<file path="src/include/buck_pkg.sv">
// Purpose: shared constants for the step-down converter control registers
// Assumes: 100 MHz system clock, 8-bit special-function-register bus
// Notes:   field positions, reset values and timing figures live here only
`default_nettype none
package buck_pkg;
  // register addresses on the special-function-register bus
  localparam logic [7:0] ADDR_CONFIG  = 8'h96;
  localparam logic [7:0] ADDR_CONTROL = 8'h97;
  localparam logic [7:0] READ_UNMAPPED = 8'h00;

  // control register fields
  localparam int CTRL_SRC_BIT  = 7;
  localparam int CTRL_DIV_HI   = 6;
  localparam int CTRL_DIV_LO   = 5;
  localparam int CTRL_POL_BIT  = 4;
  localparam int CTRL_INV_BIT  = 3;
  localparam int CTRL_SYNC_BIT = 2;
  localparam int CTRL_MPW_HI   = 1;
  localparam int CTRL_MPW_LO   = 0;
  localparam logic [7:0] CTRL_RESET = 8'h03;

  // configuration register fields
  localparam int CFG_SHUNT_BIT  = 7;
  localparam int CFG_VOUT_HI    = 6;
  localparam int CFG_VOUT_LO    = 3;
  localparam int CFG_LOCAL_OSC_DISABLE_BIT = 2;
  localparam int CFG_SW_HI      = 1;
  localparam int CFG_SW_LO      = 0;
  localparam logic [6:0] CFG_RESET = 7'h0B;

  // field codes
  localparam logic [1:0] MPW_OFF = 2'h0;
  localparam logic [1:0] MPW_10  = 2'h1;
  localparam logic [1:0] MPW_20  = 2'h2;
  localparam logic [1:0] SW_MIN  = 2'h0;
  localparam logic [1:0] SW_MAX  = 2'h3;

  // target output voltage in hundredths of a volt
  localparam logic [8:0] VOUT_BASE_CV = 9'h0B4;
  localparam logic [8:0] VOUT_STEP_CV = 9'h00A;
  localparam logic [3:0] VOUT_TOP_CODE = 4'h7;

  // minimum pulse widths, rounded up to whole system clock cycles
  localparam int CLK_PERIOD_NS = 10;
  localparam int MPW1_NS = 10;
  localparam int MPW2_NS = 20;
  localparam int MPW3_NS = 40;
  localparam logic [2:0] MPW1_CYC = 3'((MPW1_NS + CLK_PERIOD_NS - 1) / CLK_PERIOD_NS);
  localparam logic [2:0] MPW2_CYC = 3'((MPW2_NS + CLK_PERIOD_NS - 1) / CLK_PERIOD_NS);
  localparam logic [2:0] MPW3_CYC = 3'((MPW3_NS + CLK_PERIOD_NS - 1) / CLK_PERIOD_NS);
endpackage
`default_nettype wire

</file>
<file path="src/include/conv_clk_if.sv">
// Purpose: carries divider settings and divided clock between control and divider
// Assumes: all signals on the system clock
// Notes:   level and tick are registered in the divider
`default_nettype none
interface conv_clk_if;
  logic       ce;
  logic [1:0] div_sel;
  logic       invert;
  logic       tick;
  logic       level;
  modport gen  (input ce, input div_sel, input invert, output tick, output level);
  modport user (output ce, output div_sel, output invert, input tick, input level);
endinterface
`default_nettype wire

</file>
<file path="src/buck_converter_control_regs.sv">
// Purpose: control and configuration registers of the step-down converter
// Assumes: special-function-register bus on the system clock, sync active-high reset
// Notes:   oscillator and shunt-hold inputs come from the analog side and are synchronised
`default_nettype none
// Notes on behaviour
// RULE_01: source bit clear uses local oscillator, set uses the system clock path.
// RULE_02: divide field matters only while the system clock is the source.
// RULE_03: divide codes 00..11 divide the system clock by 1, 2, 4, 8.
// RULE_04: invert bit inverts the system clock before the divider.
// RULE_05: with sync on, SAR clock inverted when polarity bit 0; ignored otherwise.
// RULE_06: sync bit places tracking in the quiet interval, aligns SAR clock.
// RULE_07: software clears the ADC SAR divider before enabling sync.
// RULE_08: pulse width code 00 disables skipping; others give 10, 20, 40 ns.
// RULE_09: status bit reads 1 while the shunt switch is closed.
// RULE_10: voltage code gives 1.8 V plus 0.1 V per step; 0111 gives 2.5 V.
// RULE_11: oscillator disable bit stops the local oscillator.
// RULE_12: switch size 00 smallest, 11 largest; 01 and 10 never written.
// RULE_13: shunt closed when forced, otherwise only while automatic hold holds it.
// RULE_14: control resets to pulse code 11; configuration to voltage 0001, size 11.
module buck_converter_control_regs
(
  input  wire logic                clk,
  input  wire logic                rst,
  input  wire logic                ce,
  input  wire logic [7:0]          sfr_addr,
  input  wire logic [7:0]          sfr_wdata,
  input  wire logic                sfr_wr,
  input  wire logic                sfr_rd,
  output var  logic [7:0]          sfr_rdata,
  input  wire logic                osc_clk_in,
  input  wire logic                forced_shunt_enable,
  input  wire logic                auto_shunt_hold,
  input  wire logic [7:0]          duty_request,
  output var  logic                conv_clk,
  output var  logic                conv_tick,
  output var  logic                osc_enable,
  output var  logic                adc_sync_enable,
  output var  logic                adc_sar_clk,
  output var  logic                adc_track_window,
  output var  logic                pulse_skip,
  output var  logic [8:0]          target_cv,
  output var  logic [1:0]          switch_size_select,
  output var  logic                shunt_close
);
  import buck_pkg::*;

  typedef struct packed {
    logic [7:0] ctrl;
    logic [6:0] cfg;
    logic       osc_s1;
    logic       osc_s2;
    logic       osc_prev;
    logic       hold_s1;
    logic       hold_s2;
    logic [7:0] rdata;
    logic       conv_clk;
    logic       conv_tick;
    logic       osc_enable;
    logic       adc_sync;
    logic       sar_clk;
    logic       track;
    logic       skip;
    logic [8:0] target_cv;
    logic       shunt;
  } regs_s;

  regs_s st;
  regs_s next_st;

  conv_clk_if cif ();

  conv_clock_gen u_gen
  (
    .clk (clk),
    .rst (rst),
    .cif (cif)
  );

  function automatic logic hit(input logic [7:0] a, input logic [7:0] target);
    hit = (a == target);
  endfunction

  function automatic logic [8:0] vout_cv(input logic [3:0] code);
    // codes above the top defined one are held at the top target
    if (code > VOUT_TOP_CODE)
      vout_cv = VOUT_BASE_CV + VOUT_STEP_CV * {5'h0, VOUT_TOP_CODE};
    else
      vout_cv = VOUT_BASE_CV + VOUT_STEP_CV * {5'h0, code};
  endfunction

  function automatic logic [2:0] mpw_cycles(input logic [1:0] code);
    case (code)
      MPW_10:  mpw_cycles = MPW1_CYC;
      MPW_20:  mpw_cycles = MPW2_CYC;
      default: mpw_cycles = MPW3_CYC;
    endcase
  endfunction

  // divider settings to the clock generator
  assign cif.ce      = ce;
  assign cif.div_sel = st.ctrl[CTRL_DIV_HI:CTRL_DIV_LO];
  assign cif.invert  = st.ctrl[CTRL_INV_BIT];

  logic       src_sys;
  logic       sync_on;
  logic       osc_level;
  logic       next_level;
  logic [1:0] mpw;

  assign src_sys   = st.ctrl[CTRL_SRC_BIT];
  assign sync_on   = st.ctrl[CTRL_SYNC_BIT];
  assign mpw       = st.ctrl[CTRL_MPW_HI:CTRL_MPW_LO];
  assign osc_level = st.osc_s2 & ~st.cfg[CFG_LOCAL_OSC_DISABLE_BIT]; // see RULE_11

  // register writes, reads and converter control outputs
  always_comb
  begin
    next_st = st;
    next_st.osc_s1   = osc_clk_in;
    next_st.osc_s2   = st.osc_s1;
    next_st.osc_prev = st.osc_s2;
    next_st.hold_s1  = auto_shunt_hold;
    next_st.hold_s2  = st.hold_s1;
    if (sfr_wr && hit(sfr_addr, ADDR_CONTROL))
      next_st.ctrl = sfr_wdata;
    if (sfr_wr && hit(sfr_addr, ADDR_CONFIG))
    begin
      next_st.cfg[CFG_VOUT_HI:CFG_LOCAL_OSC_DISABLE_BIT] = sfr_wdata[CFG_VOUT_HI:CFG_LOCAL_OSC_DISABLE_BIT];
      // reserved switch codes are dropped so the switches never sit half-sized
      if (sfr_wdata[CFG_SW_HI:CFG_SW_LO] == SW_MIN || sfr_wdata[CFG_SW_HI:CFG_SW_LO] == SW_MAX)
        next_st.cfg[CFG_SW_HI:CFG_SW_LO] = sfr_wdata[CFG_SW_HI:CFG_SW_LO]; // see RULE_12
    end
    if (sfr_rd)
    begin
      if (hit(sfr_addr, ADDR_CONTROL))
        next_st.rdata = st.ctrl;
      else if (hit(sfr_addr, ADDR_CONFIG))
        next_st.rdata = {st.shunt, st.cfg}; // see RULE_09
      else
        next_st.rdata = READ_UNMAPPED;
    end
    // the divider setting only reaches the output through the system path
    next_level = src_sys ? cif.level : osc_level; // see RULE_01, RULE_02
    next_st.conv_clk   = next_level;
    next_st.conv_tick  = src_sys ? cif.tick : (osc_level & ~(st.osc_prev & ~st.cfg[CFG_LOCAL_OSC_DISABLE_BIT]));
    next_st.osc_enable = ~st.cfg[CFG_LOCAL_OSC_DISABLE_BIT]; // see RULE_11
    next_st.adc_sync   = sync_on; // see RULE_06
    // quiet interval taken as the low half of the converter period
    next_st.track   = sync_on & ~next_level; // see RULE_06
    next_st.sar_clk = sync_on & (next_level ^ ~st.ctrl[CTRL_POL_BIT]); // see RULE_05
    if (next_st.conv_tick)
      next_st.skip = (mpw != MPW_OFF) && (duty_request < {5'h0, mpw_cycles(mpw)}); // see RULE_08
    next_st.target_cv = vout_cv(st.cfg[CFG_VOUT_HI:CFG_VOUT_LO]); // see RULE_10
    next_st.shunt     = forced_shunt_enable | st.hold_s2; // see RULE_13
  end

  always_ff @(posedge clk)
  begin
    if (rst)
    begin
      st      <= '0;
      st.ctrl <= CTRL_RESET; // see RULE_14
      st.cfg  <= CFG_RESET; // see RULE_14
    end
    else if (ce)
      st <= next_st;
  end

  assign sfr_rdata          = st.rdata;
  assign conv_clk           = st.conv_clk;
  assign conv_tick          = st.conv_tick;
  assign osc_enable         = st.osc_enable;
  assign adc_sync_enable    = st.adc_sync;
  assign adc_sar_clk        = st.sar_clk;
  assign adc_track_window   = st.track;
  assign pulse_skip         = st.skip;
  assign target_cv          = st.target_cv;
  assign switch_size_select = st.cfg[CFG_SW_HI:CFG_SW_LO];
  assign shunt_close        = st.shunt;
endmodule
`default_nettype wire

</file>
<file path="src/conv_clock_gen.sv">
// Purpose: divides the system clock by 1, 2, 4 or 8 for the converter
// Assumes: clock enable arrives through the interface
// Notes:   inversion is modelled at cycle resolution as an inverted level
`default_nettype none
module conv_clock_gen
(
  input  wire logic clk,
  input  wire logic rst,
  conv_clk_if.gen   cif
);
  import buck_pkg::*;

  typedef struct packed {
    logic [2:0] cnt;
    logic       tick;
    logic       level;
  } gen_s;

  gen_s st;
  gen_s next_st;
  logic [3:0] div_n;

  assign div_n = 4'h1 << cif.div_sel; // see RULE_03

  // count through one converter period, tick at its start
  always_comb
  begin
    next_st = st;
    if ({1'b0, st.cnt} >= div_n - 4'h1)
      next_st.cnt = 3'h0;
    else
      next_st.cnt = st.cnt + 3'h1;
    next_st.tick = (next_st.cnt == 3'h0);
    // divide by one has no low half at this resolution, so it reads high
    next_st.level = ((div_n == 4'h1) || ({1'b0, next_st.cnt} < (div_n >> 1))) ^ cif.invert; // see RULE_04
  end

  always_ff @(posedge clk)
  begin
    if (rst)
      st <= '0;
    else if (cif.ce)
      st <= next_st;
  end

  assign cif.tick  = st.tick;
  assign cif.level = st.level;

  // cycles since the last tick, for the period check
  logic [3:0] gap;
  always_ff @(posedge clk)
  begin
    if (rst)
      gap <= 4'h0;
    else if (cif.ce)
      gap <= st.tick ? 4'h1 : gap + 4'h1;
  end
endmodule
`default_nettype wire

</file>
<file path="config.mk">
export PLATFORM = sky130hd
export DESIGN_NAME = buck_converter_control_regs
export DESIGN_NICKNAME = d
export VERILOG_FILES = /design/src/include/buck_pkg.sv /design/src/include/conv_clk_if.sv /design/src/buck_converter_control_regs.sv /design/src/conv_clock_gen.sv
export SDC_FILE = /design/constraint.sdc
export NUM_CORES = 1
export LEC_CHECK = 0
export BUFFER_PORTS_ARGS = -buffer_cell sky130_fd_sc_hd__buf_4
export CAP_MARGIN = 20
export CORE_MARGIN = 3
export CORE_UTILIZATION = 48
export DETAILED_ROUTE_END_ITERATION = 12
export PLACE_DENSITY = 0.75
export SLEW_MARGIN = 15
export SYNTH_ARGS = -nofsm -noshare
export SYNTH_HDL_FRONTEND = slang
export SYNTH_SLANG_ARGS = --single-unit
</file>
<file path="constraint.sdc">
create_clock -name clk -period 2.7 [get_ports clk]
set_input_delay 0.405 -clock clk [delete_from_list [all_inputs] [get_ports clk]]
set_output_delay 0.405 -clock clk [all_outputs]
set_load 0.1 [all_outputs]
</file>
## After elaboration in Yosys (flattened, before gate mapping)

Cells that the tools add are included.

| cells by class | value |
|---|---|
| reductions and logical operators | 13 |
| shift operators | 1 |
| muxes and demuxes | 8 |
| add/subtract/negate cells | 3 |
| multipliers | 1 |
| order comparisons | 4 |
| bitwise operators | 12 |
| div/mod/pow operators | 0 |
| equality and inequality tests | 6 |

Operator list:

| operator | number |
|---|---|
| $eq 8x8->1 const B | 2 |
| $mux 8 | 2 |
| $add 8x8->9 const A | 1 |
| $mux 9 | 1 |
| $lt 8x3->1 | 1 |
| $reduce_and 2->1 | 4 |
| $mul 3x4->7 const A | 1 |
| $mux 3 | 2 |
| $pmux 3 s2 | 1 |
| $and 1x1->1 | 5 |
| $eq 2x2->1 const B | 2 |
| $eq 4x1->1 const B | 1 |
| $ge 3x4->1 | 1 |
| $gt 4x3->1 const B | 1 |
| $not 1->1 | 4 |
| $shl 1x2->4 const A | 1 |
| $sub 4x1->4 const B | 1 |
| $add 3x1->3 const B | 1 |
| $logic_and 1x1->1 | 3 |
| $logic_not 3->1 | 1 |
| $lt 3x3->1 | 1 |
| $reduce_and 3->1 | 1 |
| $eq 2x1->1 const B | 1 |
| $logic_not 2->1 | 1 |
| 5 further kinds | 8 |

| storage, ports and cells | value |
|---|---|
| logic and storage cells | 69 |
| input port bits | 32 |
| memories | 0 |
| bits in writable memories | 0 |
| bits in latches | 0 |
| memory bits (read-only) | 0 |
| register bits | 50 |

## Depth between registers and ports, before layout

| depth | value |
|---|---|
| depth after elaboration | 8 |
| depth in mapped cells | 11 |
| gate-level depth less buffers | 10 |

## Hierarchy

A second synthesis with hierarchy kept.

| unflattened totals | value |
|---|---|
| cells, all modules | 281 |
| area, all modules | 2501.1 µm² |

By module, submodules not included:

| module | cells an instance | sequential area each (µm²) | area an instance (µm²) | times used |
|---|---|---|---|---|
| buck_converter_control_regs | 229 | 880.8 | 2098.3 | 1 |
| conv_clock_gen | 52 | 100.1 | 402.9 | 1 |

## Least setup slack after synthesis

OpenSTA, ideal clock, no wires.

| timing path | value |
|---|---|
| path kind | register to register |
| from | register st, in the netlist cif.div_sel[1] |
| to | register u_gen.st, in the netlist u_gen.cif.level |
| path slack | 0.059 ns |
| path buffers | 1 |
| arrival time | 2.522 ns |
| period minus slack after synthesis | 2.641 ns |
| cell stages (with the launch flop) | 11 |
| setup time | 0.120 ns |
| cell sequence | dfxtp_1 > clkbuf_1 > or2_2 > ha_1 > nand2b_1 > a31oi_1 > and2_1 > ha_1 > a211o_1 > o21a_1 > a211o_1 |

RTL lines:

| what | RTL line | RTL |
|---|---|---|
| start, declared | buck_converter_control_regs.sv:67 | `regs_s st;` |
| start signal, assigned | buck_converter_control_regs.sv:166 | `st <= next_st;` |
| end signal, assigned | conv_clock_gen.sv:43 | `st <= next_st;` |
| end, declared | conv_clock_gen.sv:19 | `gen_s st;` |

==> flow_summary.json <==
{
  "status": "complete, no violations",
  "finalCritPeriodShare_pct": 94.9,
  "num_vias": 1969,
  "antennaDiodeCount": 0,
  "swShare_pct": 28.2,
  "cts.hold.buffers_added": 0,
  "synth_edf_count": 0,
  "cts_resized": 0,
  "yosysUniqueCellTypes": 42,
  "coreArea_mm2": 0.00488,
  "worstPathRequired_ns": 2.90,
  "synthCells": 276,
  "wl_per_cell_um": 13.4,
  "synth_top_cell_by_area": "dfxtp_1",
  "max_slew.worst_pin.slew_ns": 0.579,
  "grt_pass1_wl_um": 8580,
  "setup_ws_ns": 0.138,
  "clock_path_buffers": 2,
  "ir_drop_uv": 270,
  "fin_crit_ns": 2.56,
  "root_buffer": "clkbuf_8",
  "crit_slowest_cell": "dfxtp_2",
  "via_per_inst": 5.22,
  "slowest_delay_ns": 0.37,
  "crit_buf_inv": 0,
  "worstPathCellList": "or2_2 > ha_1 > nand2b_1 > a31oi_2 > and2_1 > ha_1 > a211o_1 > o21a_1 > a211o_1",
  "cts_tree": "built",
  "nets": 358,
  "drv_cap": 0,
  "cts_num_sinks": 49,
  "hp-class": "in -> reg",
  "grt_busiest_layer": "met2",
  "worstSetupPathType": "reg -> reg",
  "clk_pin_slew_ns": 0.08,
  "worstPathArrival_ns": 2.76,
  "slew_viol_final": 0,
  "leakage_uw": 0.00123,
  "ys_ff_latch": 49,
  "syn_nets": 324,
  "r2r_slack_ns": 0.14,
  "drc": 0,
  "antenna_left": 0,
  "drtIter0Drc": 56,
  "postCtsSetupBuffers": 0,
  "grtUsageMet3_pct": 5.96,
  "area_growth_pct": 17.1,
  "worst_setup_path_start_kind": "register",
  "drive_above_1_share_pct": 25.5,
  "grt_pass1_vias": 1891,
  "async_flop_share_pct": 0,
  "dp_slack_ns": 0.154,
  "syn_avg_cell_area_um2": 9.09,
  "ys.flop_type": "dfxtp_1",
  "ys_top_cells_by_count": "dfxtp_1, nor2_1, buf_4, mux2i_1, nand2_1",
  "antenna_found_initial": 0,
  "hold_slack_ns": 0.336,
  "syn-cell-area_mm2": 0.00251,
  "synth.yosys.warnings": 0,
  "gp_congestion": 0.782,
  "dpl.hpwl_um": 3700,
  "critPathCaptureType": "register",
  "row_count": 25,
  "first_pass_iters": 4,
  "fmax_mhz": 390,
  "h-tree-depth": 2,
  "ios": 59,
  "p_int_uw": 1010,
  "synth.most_common_cell": "dfxtp_1",
  "synth.top_cell.area_share_pct": 39.1,
  "seq_area_frac_synth_pct": 39.1,
  "io_buffers": 57,
  "grt-ovfl-total": 0,
  "relSlewSlack_pct": 61.3,
  "grt_max_degree": 53,
  "synth_area_leaders": "dfxtp_1, mux2i_1, ha_1, nor2_1, buf_4",
  "track_usage_pct": 17.5,
  "use_met1_pct": 20.5,
  "numCtsBuffers": 5,
  "pwr-share-clk_pct": 32.1,
  "gr-usage-met2_pct": 29.6,
  "setup_violations": 0,
  "critPathTopFamily": "compound AO/OA/AOI/OAI gates",
  "die_w_um": 78.3,
  "sequentialPowerShare_pct": 53.4,
  "dieArea_mm2": 0.00613,
  "initial_utilization_pct": 51.4,
  "pwr-share-comb_pct": 14.5,
  "worst-path-max-fanout": 9,
  "pwr_density_cell_mw_per_mm2": 477,
  "wirelength_um": 5050,
  "hold_violations": 0,
  "clk_latency_ns": 0.31,
  "skew_ns": 0.00862,
  "p_switching_uw": 394,
  "die_h_um": 78.3
}
-- power by group through the flow --
stage / combinational (µW) / sequential (µW) / clock (µW)
after floorplan: 129 / 785 / 0
after detailed placement: 204 / 765 / 0
final: 203 / 748 / 449
after global routing: 215 / 750 / 487
after CTS: 204 / 748 / 460
after global placement: 203 / 764 / 0
-- sequential cells by signal, summed over array words and instances, names as in the netlist, 2 cells and up --
signal              cells
sfr_rdata               8
st                      8
target_cv               8
next_st                 4
u_gen.st                3
cif.div_sel             2
mpw                     2
switch_size_select      2
-- area by class of cell --
type                       instances  area [µm²]
tap                               67        83.8
multi-input combinational        184        1300
fill                             460        1940
clock buffer                       6        82.6
inverter                          12        45.0
sequential                        49         982
clock inverter                     1        7.51
timing repair buffer              58         435
-- metrics by stage --
step / utilization, % / cells / TNS [ns] / total power, µW / area (µm²)
after floorplan: - / 276 / 0 / 915 / 2510
after global placement: 58.2 / 370 / 0 / 968 / 2840
after detailed placement: 58.2 / 370 / 0 / 969 / 2840
after CTS: 60.0 / 377 / 0 / 1410 / 2930
after global routing: 60.2 / 377 / -0.00301 / 1450 / 2940
final: 60.2 / 377 / 0 / 1400 / 2940
-- placed cells by master, fill, tap and decap left out, types with 2 or more instances in the layout --
cell type / netlist / final
inv_1: 12 / 12
nand3b_1: 2 / 2
mux2_2: 6 / 6
xnor2_1: 3 / 3
nor3b_1: 3 / 3
nand3_1: 4 / 4
nand2_1: 18 / 18
nor3_4: 2 / 2
nor2_1: 40 / 40
o211ai_1: 3 / 3
o22ai_1: 6 / 6
nor3_1: 6 / 6
a22oi_1: 8 / 8
nor4_1: 4 / 4
ha_1: 15 / 15
dfxtp_1: 49 / 48
nand4b_1: 2 / 2
nand2b_1: 4 / 4
a21oi_1: 9 / 9
clkbuf_8: 0 / 6
buf_4: 19 / 58
and2_1: 2 / 2
mux2i_1: 19 / 19
a211oi_1: 6 / 6
a211o_1: 2 / 2
xor2_1: 2 / 2
o21ai_0: 4 / 4
-- final timing paths --
path	start	cells after the start	endpoint
hold / removal	auto_shunt_hold	3	next_st[25]
hold reg to reg	adc_track_window	2	adc_track_window
setup reg to reg	cif.div_sel[1]	9	u_gen.cif.level
setup / recovery	cif.div_sel[1]	9	u_gen.cif.level
-- kinds of logic (layout without fill, tap and decap cells) --
kind of cell    Yosys count  in the layout  share of synthesized area [%]
simple gates             91             91                           18.7
buf+inv                  43             77                           9.33
compound gates           46             46                           12.4
fa+ha+maj                16             16                           8.28
other cells               1              1                          0.149
mux                      25             25                           10.3
flops                    49             49                           39.1
xor+xnor                  5              5                           1.75
-- tightest hold or removal path: cells and delay by family --
family        cells  cell delay [ns]
buf+inv           1             0.07
mux               1             0.05
simple gates      1             0.07
-- metal layers --
metal | part of all wire, % | wire length, µm
met2 | 48 | 2450
met5 | 0 | 0
met3 | 6.0 | 304
met1 | 44 | 2210
met4 | 1.8 | 91
No activity file was read; power rests on OpenSTA's default activity.
